--- src/core/rcnc_pkg.sv ---
// How it works
// - Noise suppression off lets noise through
// - Select pin low keeps receiving mode
// - OFF with select low enters start-up
// - Select low skips sleep, bit check runs
// - OFF starts bit check despite select low
// - Successful bit check returns to receiving
// - Two volatile 12-bit registers, serially written
// - Power loss shows marker; host reprograms
// - Reset loads defaults into both registers
// - Frame bit 1 set means OFF
// - Bit 2 selects operating or limits register
// - Stop bit 15 set discards a register write, not OFF
// - Operating register fields and default 000100011001
// - Limits fields, defaults 010101 and 101001
// - Baud band selects limit scale 8/4/2/1
// - Check count field gives 0/3/6/9 bits
// - Modulation bit: 0 FSK, 1 ASK
// - Sleep is value times extension times 1024; value 31 holds until select low
// - Suppression on: bit check, data held high
`default_nettype none

package rcnc_pkg;

   localparam logic [3:0]  FRAME_LAST        = 4'he;
   localparam logic [11:0] OPCFG_RESET       = 12'h119;
   localparam logic [11:0] LIMITS_RESET      = 12'h569;

   localparam int          FR_OFF            = 14;
   localparam int          FR_SEL            = 13;
   localparam int          FR_STOP           = 0;

   localparam int          OP_BAUD_HI        = 11;
   localparam int          OP_BAUD_LO        = 10;
   localparam int          OP_CHK_HI         = 9;
   localparam int          OP_CHK_LO         = 8;
   localparam int          OP_MOD            = 7;
   localparam int          OP_SLEEP_HI       = 6;
   localparam int          OP_SLEEP_LO       = 2;
   localparam int          OP_EXT            = 1;
   localparam int          OP_NOISE          = 0;
   localparam int          LIM_MIN_HI        = 11;
   localparam int          LIM_MIN_LO        = 6;
   localparam int          LIM_MAX_HI        = 5;
   localparam int          LIM_MAX_LO        = 0;

   localparam logic [4:0]  SLEEP_PERMANENT   = 5'h1f;
   localparam logic [23:0] SLEEP_EXT_FACTOR  = 24'h000008;
   localparam int          SLEEP_UNIT_CYCLES = 1024;
   localparam int          MARK_HALF_CYCLES  = 8192;

   typedef enum logic [1:0] {
      RCNC_SLEEP = 2'b00,
      RCNC_CHECK = 2'b01,
      RCNC_RECV  = 2'b11
   } rcnc_mode_t;

   typedef struct packed {
      rcnc_mode_t  mode;
      logic [11:0] opcfg;
      logic [11:0] limits;
      logic [14:0] shift;
      logic [3:0]  nbits;
      logic        framing;
      logic [23:0] sleep_cnt;
      logic        poll_prev;
      logic        marker;
      logic [15:0] mark_cnt;
      logic        mark_phase;
      logic        data_out;
      logic        data_oe;
      logic [3:0]  scale;
      logic [3:0]  check_n;
   } rcnc_state_t;

   function automatic logic [3:0] rcnc_scale_of(input logic [1:0] band);
      case (band)
         2'b00:   rcnc_scale_of = 4'h8;
         2'b01:   rcnc_scale_of = 4'h4;
         2'b10:   rcnc_scale_of = 4'h2;
         default: rcnc_scale_of = 4'h1;
      endcase
   endfunction

   function automatic logic [3:0] rcnc_count_of(input logic [1:0] chk);
      case (chk)
         2'b00:   rcnc_count_of = 4'h0;
         2'b01:   rcnc_count_of = 4'h3;
         2'b10:   rcnc_count_of = 4'h6;
         default: rcnc_count_of = 4'h9;
      endcase
   endfunction

endpackage

`default_nettype wire

--- src/core/rcnc_receiver_config.sv ---
`default_nettype none

module rcnc_receiver_config #(
   parameter int SLEEP_UNIT = rcnc_pkg::SLEEP_UNIT_CYCLES,
   parameter int MARK_HALF  = rcnc_pkg::MARK_HALF_CYCLES
) (
   input  wire logic             i_core_clk,
   input  wire logic             i_rst,
   input  wire logic             i_data_in,
   output var  logic             o_data_out,
   output var  logic             o_data_oe,
   input  wire logic             i_frame_start,
   input  wire logic             i_slot,
   input  wire logic             i_polling_sel,
   input  wire logic             i_demod_data,
   input  wire logic             i_stream_end,
   input  wire logic             i_check_ok,
   input  wire logic             i_check_fail,
   output var  rcnc_pkg::rcnc_mode_t o_mode,
   output var  logic [1:0]       o_baud_band_select,
   output var  logic [3:0]       o_limit_scale_factor,
   output var  logic [3:0]       o_edge_check_count,
   output var  logic             o_modulation_select,
   output var  logic [4:0]       o_sleep_value,
   output var  logic             o_sleep_extend_select,
   output var  logic             o_noise_suppress_en,
   output var  logic [5:0]       o_lim_min,
   output var  logic [5:0]       o_lim_max,
   output var  logic             o_power_loss_marker
);
   import rcnc_pkg::*;

   rcnc_state_t r;
   rcnc_state_t n;
   logic [14:0] fr;
   logic [11:0] fr_cfg;
   logic        frame_done;
   logic        off_cmd;
   logic        poll_rise;

   // Sleep length in clock periods
   function automatic logic [23:0] sleep_load(input logic [11:0] cfg);
      logic [23:0] ext;
      ext = cfg[OP_EXT] ? SLEEP_EXT_FACTOR : 24'h000001;
      sleep_load = 24'(cfg[OP_SLEEP_HI:OP_SLEEP_LO]) * ext * 24'(SLEEP_UNIT);
   endfunction

   assign fr        = {r.shift[13:0], i_data_in};
   assign fr_cfg    = fr[12:1];
   assign poll_rise = i_polling_sel && !r.poll_prev;

   always_comb begin
      n          = r;
      frame_done = 1'b0;
      off_cmd    = 1'b0;
      n.poll_prev = i_polling_sel;

      // Frame capture, first bit lands at the top
      if (i_frame_start) begin
         n.framing = 1'b1;
         n.nbits   = 4'h0;
         n.marker  = 1'b0;
      end else if (r.framing && i_slot) begin
         n.shift = fr;
         n.nbits = r.nbits + 4'h1;
         if (r.nbits == FRAME_LAST) begin
            n.framing  = 1'b0;
            frame_done = 1'b1;
         end
      end

      // Decode
      if (frame_done) begin
         if (fr[FR_OFF]) begin
            off_cmd = 1'b1;
         end else if (!fr[FR_STOP]) begin
            if (fr[FR_SEL]) begin
               n.opcfg = fr_cfg;
            end else begin
               n.limits = fr_cfg;
            end
         end
      end
      n.scale   = rcnc_scale_of(n.opcfg[OP_BAUD_HI:OP_BAUD_LO]);
      n.check_n = rcnc_count_of(n.opcfg[OP_CHK_HI:OP_CHK_LO]);

      // Mode sequencing
      case (r.mode)
         RCNC_SLEEP: begin
            if (!i_polling_sel) begin
               n.mode = RCNC_CHECK;
            end else if (r.opcfg[OP_SLEEP_HI:OP_SLEEP_LO] != SLEEP_PERMANENT) begin
               if (r.sleep_cnt <= 24'h000001) begin
                  n.mode = RCNC_CHECK;
               end else begin
                  n.sleep_cnt = r.sleep_cnt - 24'h000001;
               end
            end
         end
         RCNC_CHECK: begin
            if (r.check_n == 4'h0 || i_check_ok) begin
               n.mode = RCNC_RECV;
            end else if (i_check_fail && i_polling_sel) begin
               n.mode      = RCNC_SLEEP;
               n.sleep_cnt = sleep_load(r.opcfg);
            end
         end
         RCNC_RECV: begin
            if (i_stream_end && r.opcfg[OP_NOISE]) begin
               n.mode = RCNC_CHECK;
            end else if (poll_rise) begin
               n.mode      = RCNC_SLEEP;
               n.sleep_cnt = sleep_load(r.opcfg);
            end
         end
         default: begin
            n.mode      = RCNC_SLEEP;
            n.sleep_cnt = sleep_load(r.opcfg);
         end
      endcase

      if (off_cmd) begin
         if (!i_polling_sel) begin
            n.mode = RCNC_CHECK;
         end else begin
            n.mode      = RCNC_SLEEP;
            n.sleep_cnt = sleep_load(r.opcfg);
         end
      end

      // Marker square wave
      if (r.marker) begin
         if (r.mark_cnt == 16'h0000) begin
            n.mark_cnt   = 16'(MARK_HALF - 1);
            n.mark_phase = !r.mark_phase;
         end else begin
            n.mark_cnt = r.mark_cnt - 16'h0001;
         end
      end

      // Data line, open drain
      if (n.marker) begin
         n.data_out = n.mark_phase;
      end else if (r.mode == RCNC_RECV && n.mode == RCNC_RECV) begin
         n.data_out = i_demod_data;
      end else begin
         n.data_out = 1'b1;
      end
      n.data_oe = !n.data_out && !n.framing;
   end

   always_ff @(posedge i_core_clk or posedge i_rst) begin
      if (i_rst) begin
         r            <= '0;
         r.mode       <= RCNC_CHECK;
         r.opcfg      <= OPCFG_RESET;
         r.limits     <= LIMITS_RESET;
         r.poll_prev  <= 1'b1;
         r.marker     <= 1'b1;
         r.mark_phase <= 1'b1;
         r.data_out   <= 1'b1;
         r.scale      <= 4'h8;
         r.check_n    <= 4'h3;
      end else begin
         r <= n;
      end
   end

   assign o_data_out            = r.data_out;
   assign o_data_oe             = r.data_oe;
   assign o_mode                = r.mode;
   assign o_baud_band_select    = r.opcfg[OP_BAUD_HI:OP_BAUD_LO];
   assign o_limit_scale_factor  = r.scale;
   assign o_edge_check_count    = r.check_n;
   assign o_modulation_select   = r.opcfg[OP_MOD];
   assign o_sleep_value         = r.opcfg[OP_SLEEP_HI:OP_SLEEP_LO];
   assign o_sleep_extend_select = r.opcfg[OP_EXT];
   assign o_noise_suppress_en   = r.opcfg[OP_NOISE];
   assign o_lim_min             = r.limits[LIM_MIN_HI:LIM_MIN_LO];
   assign o_lim_max             = r.limits[LIM_MAX_HI:LIM_MAX_LO];
   assign o_power_loss_marker   = r.marker;
endmodule // rcnc_receiver_config

`default_nettype wire

--- config.mk ---
export PLATFORM = sky130hd
export DESIGN_NAME = rcnc_receiver_config
export DESIGN_NICKNAME = d
export VERILOG_FILES = /design/src/core/rcnc_pkg.sv /design/src/core/rcnc_receiver_config.sv
export SDC_FILE = /design/constraint.sdc
export NUM_CORES = 1
export LEC_CHECK = 0
export ABC_AREA = 1
export BUFFER_PORTS_ARGS = -buffer_cell sky130_fd_sc_hd__buf_2
export CAP_MARGIN = 20
export CORE_ASPECT_RATIO = 0.5
export CORE_MARGIN = 2
export CORE_UTILIZATION = 65
export DETAILED_ROUTE_END_ITERATION = 7
export PLACE_DENSITY = 0.86
export SLEW_MARGIN = 20
export SYNTH_ARGS = -nofsm -noshare
export SYNTH_HDL_FRONTEND = slang
export SYNTH_SLANG_ARGS = --single-unit
--- constraint.sdc ---
create_clock -name i_core_clk -period 8.5 [get_ports i_core_clk]
set_input_delay 0.85 -clock i_core_clk [delete_from_list [all_inputs] [get_ports i_core_clk]]
set_output_delay 0.85 -clock i_core_clk [all_outputs]
set_load 0.005 [all_outputs]
# --- Word level (Yosys, flattened, before mapping) ---
# Index checks and enable logic that the tools add are counted.
word_totals:
  word_cells: 96
  regBits: 98
  input_bits: 10
classes:
  reduce_logical: 20
  addsub: 3
  magnitude_cmp: 1
  n_mux: 42
  mul: 1
  bitwise: 4
  n_eq_ne: 9
ops:
  columns: ["operator", "n"]
  rows:
  - ["2-to-1 mux 24 bit", 12]
  - ["case mux 24 bit (3 select lines)", 1]
  - ["<= comparator 24 x 1 -> 1 bit (second input constant)", 1]
  - ["2-to-1 mux 12 bit", 2]
  - ["case mux 4 bit (3 select lines)", 2]
  - ["subtractor 24 x 1 -> 24 bit (second input constant)", 1]
  - ["logical NOT 16 bit", 1]
  - ["2-to-1 mux 16 bit", 1]
  - ["2-to-1 mux 2 bit", 8]
  - ["subtractor 16 x 1 -> 16 bit (second input constant)", 1]
  - ["2-to-1 mux 1 bit", 12]
  - ["2-to-1 mux 5 bit", 2]
  - ["multiplier 5 x 4 -> 9 bit", 1]
  - ["== test 2 bit (second input constant)", 4]
  - ["AND reduction 4 bit", 2]
  - ["== test 2 x 1 -> 1 bit (second input constant)", 3]
  - ["logical AND 1 bit", 6]
  - ["logical NOT 2 bit", 3]
  - ["case mux 2 bit (3 select lines)", 1]
  - ["inequality test 5 bit (second input constant)", 1]
  - ["adder 4 x 1 -> 4 bit (second input constant)", 1]
  - ["== test 4 bit (second input constant)", 1]
  - ["logical NOT 1 bit", 4]
  - ["logical NOT 4 bit", 1]
  - ["5 further kinds", 8]

# --- Logic depth before layout (Yosys ltp) ---
# Gate-level depths: netlist of the first run.
logic_depth:
  ltp_word: 12
  depth_mapped: 14
  mapped_depth_nobuf: 14

# --- Worst setup path after synthesis of the first run ---
# No wires, ideal clock.
synth_timing:
  path_kind: "in2reg"
  start: "input i_slot"
  end: "register r (netlist bit o_edge_check_count[1])"
  required_time_ps: 8442
  cell_stages: 10
  path_buffers: 1
  t_arrival_ps: 2162
  slack_ps: 6280
  setup_time_ps: 58
  cell_sequence: "nand2_2 > nor2_4 > inv_2 > nor2_1 > nand4_1 > buf_2 > a21oi_1 > inv_1 > ha_1 > inv_1"
synth_lines:
  columns: ["item", "line_no", "source"]
  rows:
  - ["start: declaration", "rcnc_receiver_config.sv:13", "input wire logic i_slot,"]
  - ["end signal: assignment", "rcnc_receiver_config.sv:165", "r <= n;"]
  - ["end: declaration", "rcnc_receiver_config.sv:33", "rcnc_state_t r;"]

==> results of run 1 <==
[cells in the final DEF, fill, tap and decap left out, types with 3 or more instances in the layout]
cell type,instances
nor3_1,10
nand4_1,8
a21oi_1,39
conb_1,3
nor2_4,6
nand3_1,50
ha_1,10
buf_2,44
clkbuf_16,9
nor2_1,85
o21ai_0,51
xnor2_1,3
nor2_2,10
inv_2,8
inv_1,94
nand2_2,6
nand2_1,150
dfrtp_1,80
o21ai_1,9
o22ai_1,4
xor2_1,3
dfstp_2,17
nor4_1,4
[power breakdown]
part	internal (mW)	total [mW]	switching (mW)
Sequential	0.529	0.599	0.0705
Clock	0.202	0.391	0.189
Combinational	0.201	0.645	0.444
[logic make-up after synthesis]
group,share of synthesized area
simple gates,0.285
buf+inv,0.120
flops,0.444
fa+ha+maj,0.0263
mux,0.00181
xor+xnor,0.00952
other cells,0.000679
compound gates,0.114
[final timing paths]
kind / startpoint / endpoint / slack [ns] / cells after the start
hold reg to reg: r[57] / r[57] / 0.47 / 1
setup reg to reg: r[53] / o_edge_check_count[1] / 6.00 / 9
max in group asynchronous: i_rst / o_lim_min[3] / 7.15 / 3
hold / removal: i_rst / o_mode[1] / 0.41 / 2
setup / recovery: i_slot / o_edge_check_count[1] / 5.80 / 10
min in group i_core_clk: r[57] / r[57] / 0.47 / 1
[routing by layer]
metal | GRT usage | vias up | part of all wire
li1 | - | 2308 | -
met1 | 0.366 | 2248 | 0.43
met2 | 0.486 | 131 | 0.50
met3 | 0.0670 | 33 | 0.043
met4 | 0.113 | 0 | 0.023
met5 | 0 | - | 0
[critical path: stages]
cell and delay (ns):
buf_2 0.11, nand2_2 0.10, nor2_4 0.40, inv_2 0.18, nor2_1 0.17, nand4_1 0.46, a21oi_1 0.31, inv_1 0.10
ha_1 0.27, inv_1 0.05
[through the flow]
| step | worst slack, ns | cells | util | hold slack (ns) |
|---|---|---|---|---|
| after floorplan | 5.14 | 722 | - | 0.433 |
| after global placement | 5.62 | 839 | 0.694 | 0.454 |
| after detailed placement | 5.46 | 839 | 0.694 | 0.458 |
| after CTS | 5.83 | 855 | 0.728 | 0.410 |
| after global routing | 5.56 | 855 | 0.728 | 0.427 |
| final | 5.80 | 855 | 0.728 | 0.410 |
[registers in the layout, summed over array words and instances, names as in the netlist]
register	flops
r	48
fr	14
o_lim_max	6
o_lim_min	6
o_sleep_value	5
o_edge_check_count	4
o_limit_scale_factor	4
o_baud_band_select	2
o_mode	2
o_data_oe	1
o_data_out	1
o_modulation_select	1
o_noise_suppress_en	1
o_power_loss_marker	1
o_sleep_extend_select	1
[layout make-up]
type,count,area (um2)
flip-flops and latches,97,2450
multi-input cells,481,2420
fillers,640,2200
inverters,103,389
repair buffers,46,239
clock buffers,10,229
well taps,112,140
clock inverters,6,48.8
==> results.json, run 1 <==
{
  "status": "finished clean",
  "arrival_ns": 3.01,
  "totalWireLength_um": 12300,
  "nNetsFinal": 759,
  "hold_viol_final": 0,
  "period_share": 0.318,
  "cts_buffers": 9,
  "cts_sinks": 97,
  "synthFlopType": "dfrtp_1",
  "synthCells": 720,
  "drc": 0,
  "dp.final_hpwl_um": 8490,
  "place_area_um2": 5630,
  "ios": 45,
  "grt_pass1_vias": 4609,
  "initial_core_util": 0.680,
  "cap_violations": 0,
  "worstHoldPathType": "in -> async",
  "clock.fmax_mhz": 370,
  "drive_above_1_share": 0.163,
  "chipWidth_um": 134,
  "cts_root_buf": "clkbuf_16",
  "final_antenna_net_count": 0,
  "vdd_drop_max_v": 0.000150,
  "yosysTopAreaCell": "dfrtp_1",
  "cts_buffer_depth": 2,
  "end_kind": "flip-flop",
  "diodes": 0,
  "period_needed_ns": 2.70,
  "fin_tns_setup_ns": 0,
  "p_total_mw": 1.64,
  "synth_top_area_share": 0.363,
  "worstMarginPinSlew_ns": 0.717,
  "dr.pass1.iters": 5,
  "grt_pass1_wl_um": 21400,
  "drv_slew": 0,
  "fin_area_um2": 5910,
  "skew_ns": 0.0106,
  "track_usage": 0.289,
  "antenna_found_initial": 0,
  "cts_resized": 0,
  "synth_area_leaders": "dfrtp_1 36%, nand2_1 10%, dfstp_2 8.1%",
  "setup_viol": 0,
  "numPortBuffers": 44,
  "netlist_area_um2": 5520,
  "drt_iter0_markers": 391,
  "die_area_um2": 9290,
  "synth_cell_type_count": 46,
  "overflow": 0,
  "async_reset_ff_frac": 1.00,
  "dr_total_vias": 4720,
  "gp_congestion": 0.930,
  "die_y_um": 69.2,
  "routed_via_density": 5.52,
  "tritoncts": "done",
  "cellPowerDensity_nw_per_um2": 277,
  "area_delta_synth_final_pct": 7.09,
  "grt_max_degree": 83,
  "crit_fanout": 25,
  "clock_latency_ns": 0.36,
  "p_leak_nw": 2.97,
  "rows": 23,
  "synth_edf_count": 0,
  "ys_ff_latch": 97,
  "setup.worst_path.class": "in -> reg",
  "htreeDepth": 3,
  "synth_commonest_cells": "150 x nand2_1, 95 x inv_1, 85 x nor2_1",
  "wl_per_cell_um": 14.4,
  "seq_area_frac_synth": 0.444,
  "cp.required_ns": 8.81,
  "ys.warnings.count": 0,
  "rsz0062_at_grt": "false",
  "clkTransAtPathRegs_ns": 0.07,
  "post_cts_buffers": 0,
  "syn_area_per_cell_um2": 7.67,
  "worst_setup_path_start_kind": "input pin",
  "timing.slew.headroom": 0.522,
  "cts_hold_buffers": 0,
  "synth_most_common_cell": "nand2_1",
  "coreArea_um2": 8120
}
(Power assumes the default switching activity.)
==> run 2: changes to the inputs <==
--- a/config.mk
+++ b/config.mk
@@ -10,9 +10,9 @@
 export CAP_MARGIN = 20
 export CORE_ASPECT_RATIO = 0.5
 export CORE_MARGIN = 2
-export CORE_UTILIZATION = 65
+export CORE_UTILIZATION = 60
 export DETAILED_ROUTE_END_ITERATION = 7
-export PLACE_DENSITY = 0.86
+export PLACE_DENSITY = 0.8
 export SLEW_MARGIN = 20
 export SYNTH_ARGS = -nofsm -noshare
 export SYNTH_HDL_FRONTEND = slang
==> constraint.sdc (replaced) <==
create_clock -name i_core_clk -period 2.5 [get_ports i_core_clk]
set_input_delay 0.25 -clock i_core_clk [delete_from_list [all_inputs] [get_ports i_core_clk]]
set_output_delay 0.25 -clock i_core_clk [all_outputs]
set_load 0.005 [all_outputs]
==> run 2 against run 1 <==
  * Cell count up 1.5%
  * Sequential share of layout area decreased by 0.54 points
  * Count of clock-buffer cells in the layout shrank 1
  * Critical path type is now reg -> reg
  * Core utilization is 5.0 points lower
  * Non-clock buffer count grew 8
  * Setup slack got worse by 5.4 ns
  * Highest routed layer unchanged
  * Via count decreased by 3.1%
  * Critical path depth did not move
  * Register-to-register slack got worse by 5.6 ns
  * Largest power group unchanged
  * Global-route usage is 3.6 points lower
==> results.json, run 2 (synthesis results as in run 1) <==
{
  "path_cells": "inv_1 -> ha_1 -> nand2_1 -> nor2_1 -> inv_1 -> nor3_2 -> nand3_2 -> o21ai_0 -> inv_1 -> ha_1",
  "tritoncts": "done",
  "status": "finished clean",
  "crit_buf_inv": 3,
  "cts_resized": 0,
  "die_y_um": 71.8,
  "layout_commonest_cell": "nand2_1",
  "grt_pass1_wl_um": 20400,
  "worstHoldPathType": "in -> async",
  "p_leak_nw": 3.02,
  "rsz0062_at_grt": "false",
  "crit_top_cell": "inv_1",
  "overflow": 0,
  "cts_sinks": 97,
  "diodes": 0,
  "endpoint": "o_edge_check_count[3]",
  "initial_core_util": 0.625,
  "skew_ns": 0.00552,
  "critPathSlowestCell": "dfrtp_1",
  "grt_pass1_vias": 4480,
  "arrival_ns": 2.35,
  "gp_congestion": 0.932,
  "rows": 24,
  "dp.final_hpwl_um": 8770,
  "antenna_found_initial": 0,
  "timing.slew.headroom": 0.490,
  "setup.worst_path.class": "reg -> reg",
  "drv_slew": 0,
  "cts_hold_buffers": 0,
  "cp.required_ns": 2.73,
  "cts_buffer_depth": 2,
  "cap_violations": 0,
  "largest_reg_flops": 48,
  "most-common-layout-cells": "150 x nand2_1, 94 x inv_1, 85 x nor2_1",
  "hold_viol_final": 0,
  "r2r_slack_ns": 0.38,
  "numPortBuffers": 44,
  "critical_path_depth": 10,
  "r2r-end": "o_edge_check_count[3]",
  "totalWireLength_um": 11900,
  "worst_setup_path_startpoint": "r[54]",
  "ios": 45,
  "clkTransAtPathRegs_ns": 0.07,
  "cts_root_buf": "clkbuf_16",
  "slowest_delay_ns": 0.40,
  "area_delta_synth_final_pct": 8.50,
  "top_register": "r",
  "routed_via_density": 5.27,
  "worst_setup_path_start_kind": "flip-flop",
  "final_antenna_net_count": 0,
  "track_usage": 0.254,
  "worstMarginPinSlew_ns": 0.763,
  "reg2reg_from": "r[54]",
  "crit_fanout": 10,
  "cts_buffers": 9,
  "setup_viol": 0,
  "post_cts_buffers": 0,
  "critical_path.top_delay_family": "simple AND/OR/NAND/NOR gates",
  "clock_latency_ns": 0.35,
  "die_area_um2": 10000,
  "drc": 0,
  "chipWidth_um": 140,
  "clock.fmax_mhz": 471,
  "period_needed_ns": 2.12,
  "wl_per_cell_um": 13.7,
  "coreArea_um2": 8830,
  "nNetsFinal": 767,
  "vdd_drop_max_v": 0.000665,
  "whs_ns": 0.0305,
  "fin_tns_setup_ns": 0,
  "drt_iter0_markers": 455,
  "cellPowerDensity_nw_per_um2": 929,
  "end_kind": "flip-flop",
  "dr_total_vias": 4575,
  "grt_max_degree": 39,
  "period_share": 0.849,
  "htreeDepth": 3,
  "dr.pass1.iters": 5,
  "drive_above_1_share": 0.173,
  "reg2reg_depth": 10
}
run 2: cell types whose count changed in the layout (fill, tap and decap cells not counted), sizes merged:
cell    delta
inv        -1
clkbuf     -1
buf        +8
clkinv     +2
run 2: metrics by stage:
| step | area (um2) | power, mW | std cells | setup slack (ns) | util |
|---|---|---|---|---|---|
| global route | 5990 | 5.98 | 868 | 0.117 | 0.678 |
| CTS | 5990 | 5.58 | 868 | 0.376 | 0.678 |
| detailed placement | 5710 | 4.25 | 852 | 0.401 | 0.647 |
| global placement | 5710 | 4.19 | 852 | 0.529 | 0.647 |
| floorplan | 5530 | 3.74 | 722 | 0.714 | - |
| finish | 5990 | 5.56 | 868 | 0.378 | 0.678 |
run 2: layer usage:
metal	up-vias	GRT usage	routed length (um)
met3	24	0.0689	655
met4	0	0.0711	163
li1	2321	-	-
met5	-	0	0
met2	108	0.439	5830
met1	2122	0.322	5250
run 2: area by class of cell:
cell class / instances / area (um2)
Multi-Input combinational cell: 481 / 2420
Sequential cell: 97 / 2450
Clock inverter: 7 / 53.8
Fill cell: 737 / 2840
Inverter: 103 / 390
Tap cell: 117 / 146
Clock buffer: 9 / 225
Timing Repair Buffer: 54 / 308
run 2: how the worst min path moves through the flow:
stage             startpoint      endpoint  slack (ns)  cells past startpoint
4_1_cts                i_rst  o_lim_max[2]        0.05                      2
2_1_floorplan  i_polling_sel         r[28]        0.25                      0
6_report               i_rst  o_lim_max[2]        0.03                      2
3_3_place_gp           i_rst  o_lim_max[2]        0.41                      2
3_5_place_dp           i_rst     o_mode[1]        0.42                      2
5_1_grt        i_polling_sel         r[28]        0.07                      1
run 2: where the power goes:
| part | switching, mW | internal [mW] | leakage, nW |
|---|---|---|---|
| Clock | 0.619 | 0.686 | 0.139 |
| Sequential | 0.235 | 1.80 | 1.18 |
| Combinational | 1.52 | 0.709 | 1.70 |
| Total | 2.37 | 3.19 | 3.02 |
==> run 3: changes to the inputs <==
--- a/config.mk
+++ b/config.mk
@@ -10,9 +10,9 @@
 export CAP_MARGIN = 20
 export CORE_ASPECT_RATIO = 0.5
 export CORE_MARGIN = 2
-export CORE_UTILIZATION = 60
+export CORE_UTILIZATION = 54
 export DETAILED_ROUTE_END_ITERATION = 7
-export PLACE_DENSITY = 0.8
+export PLACE_DENSITY = 0.76
 export SLEW_MARGIN = 20
 export SYNTH_ARGS = -nofsm -noshare
 export SYNTH_HDL_FRONTEND = slang
==> constraint.sdc (replaced) <==
create_clock -name i_core_clk -period 1.9 [get_ports i_core_clk]
set_input_delay 0.19 -clock i_core_clk [delete_from_list [all_inputs] [get_ports i_core_clk]]
set_output_delay 0.19 -clock i_core_clk [all_outputs]
set_load 0.005 [all_outputs]
==> run 3 against run 2 <==
  * Setup slack worse by 0.34 ns
  * Cell count increased by 5.9%
  * Largest cell class is now multi-input combinational cells
  * Cell area grew 7.2%
  * Flip-flop and latch count is the same
  * Maximum frequency increased by 14%
  * Sequential power rose by 32%
  * Via count increased by 6.5%
  * Clock skew is essentially flat
  * Register-to-register slack got worse by 0.34 ns
  * Critical path type unchanged
  * Critical path depth is 2 higher
==> results.json, run 3 (synthesis results as in run 1) <==
{
  "status": "finished clean",
  "chipWidth_um": 147,
  "die_y_um": 75.5,
  "p_leak_nw": 3.19,
  "cp.required_ns": 2.18,
  "clock.fmax_mhz": 537,
  "place_inst": 891,
  "clock_latency_ns": 0.35,
  "p_total_mw": 7.91,
  "die_area_um2": 11100,
  "period_share": 0.979,
  "top_register": "r",
  "numPortBuffers": 44,
  "final_cells": 919,
  "worstMarginPinSlew_ns": 0.579,
  "setup.worst_path.class": "reg -> reg",
  "initial_core_util": 0.547,
  "dr.pass1.iters": 5,
  "fin_tns_setup_ns": 0,
  "cap_violations": 0,
  "track_usage": 0.242,
  "routed_via_density": 5.30,
  "reg2reg_depth": 12,
  "clkTransAtPathRegs_ns": 0.07,
  "htreeDepth": 3,
  "grt_pass1_vias": 4556,
  "rows": 26,
  "drt_iter0_markers": 298,
  "pre_cts_ws_ns": -0.0768,
  "drv_slew": 0,
  "hold_viol_final": 0,
  "cts_buffers": 9,
  "setup_viol": 0,
  "area_delta_synth_final_pct": 16.4,
  "cts_root_buf": "clkbuf_16",
  "most-common-layout-cells": "146 x nand2_1, 87 x inv_1, 79 x dfrtp_1",
  "fin_area_um2": 6420,
  "final_antenna_net_count": 0,
  "arrival_ns": 2.14,
  "gp_congestion": 0.903,
  "fin_ws_ns": 0.0390,
  "wl_per_cell_um": 14.2,
  "cts_sinks": 97,
  "dr_total_vias": 4874,
  "cellPowerDensity_nw_per_um2": 1230,
  "coreArea_um2": 10100,
  "diodes": 0,
  "drc": 0,
  "timing.slew.headroom": 0.613,
  "totalWireLength_um": 13000,
  "largest_reg_flops": 48,
  "period_needed_ns": 1.86,
  "end_kind": "flip-flop",
  "antenna_found_initial": 0,
  "skew_ns": 0.00584,
  "worstHoldPathType": "in -> reg",
  "whs_ns": 0.0270,
  "rsz0062_at_grt": "true",
  "dp.final_hpwl_um": 9200,
  "nFillCells": 871,
  "drive_above_1_share": 0.240,
  "place_area_um2": 5870,
  "grt_max_degree": 49,
  "holdPathStages": 1,
  "overflow": 0,
  "worst_setup_path_start_kind": "flip-flop",
  "final_core_util": 0.637,
  "crit_fanout": 9,
  "cts_buffer_depth": 2,
  "grt_pass1_wl_um": 21200,
  "vdd_drop_max_v": 0.000582,
  "nNetsFinal": 795,
  "tritoncts": "done",
  "layout_commonest_cell": "nand2_1",
  "ios": 45
}
[run 3: repair_timing]
action                                  in CTS  in global routing
hold endpoints to repair                    18                  0
gates resized for setup                      6                 41
pin swaps                                    0                 19
hold buffers                                 1                  0
buffers inserted                             0                 11
endpoints found under the setup margin       9                 42
[run 3: critical path: stages (launching register included)]
cell	delay (ns)
dfrtp_1	0.39
inv_2	0.09
ha_4	0.13
nand2_2	0.05
nor2_2	0.14
inv_2	0.09
nor3_4	0.26
nand2_1	0.11
nand2_2	0.11
inv_2	0.10
nand3_2	0.12
nand3_1	0.12
o21ai_1	0.09
[run 3: path summary, 6_finish.rpt]
path / from / end / slack [ns]
max in group asynchronous: i_rst / o_data_out / 0.72
min reg2reg: o_lim_min[3] / o_lim_min[3] / 0.48
min in group asynchronous: i_rst / r[44] / 0.48
min: i_polling_sel / r[28] / 0.03
max reg2reg: r[54] / r[39] / 0.04
max: r[54] / r[39] / 0.04
[run 3: routing by layer]
| layer | vias up | part of all wire | GRT usage |
|---|---|---|---|
| met1 | 2329 | 0.44 | 0.311 |
| met5 | - | 0 | 0 |
| met2 | 128 | 0.49 | 0.409 |
| met4 | 0 | 0.022 | 0.0908 |
| li1 | 2388 | - | - |
| met3 | 29 | 0.044 | 0.0635 |
[run 3: power breakdown]
group          internal, mW  total [mW]  leakage (nW)  switching, mW
registers              2.36        2.67          1.18          0.308
logic                  1.23        3.44          1.87           2.21
clock network         0.977        1.79         0.145          0.815
[run 3: area by class of cell]
cell class / instances / area [um2] / share of cell area
multi-input cells: 481 / 2560 / 0.399
well taps: 140 / 175 / 0.0273
inverters: 103 / 393 / 0.0612
flip-flops and latches: 97 / 2450 / 0.381
repair buffers: 82 / 553 / 0.0861
clock inverters: 4 / 33.8 / 0.00526
clock buffers: 12 / 256 / 0.0399
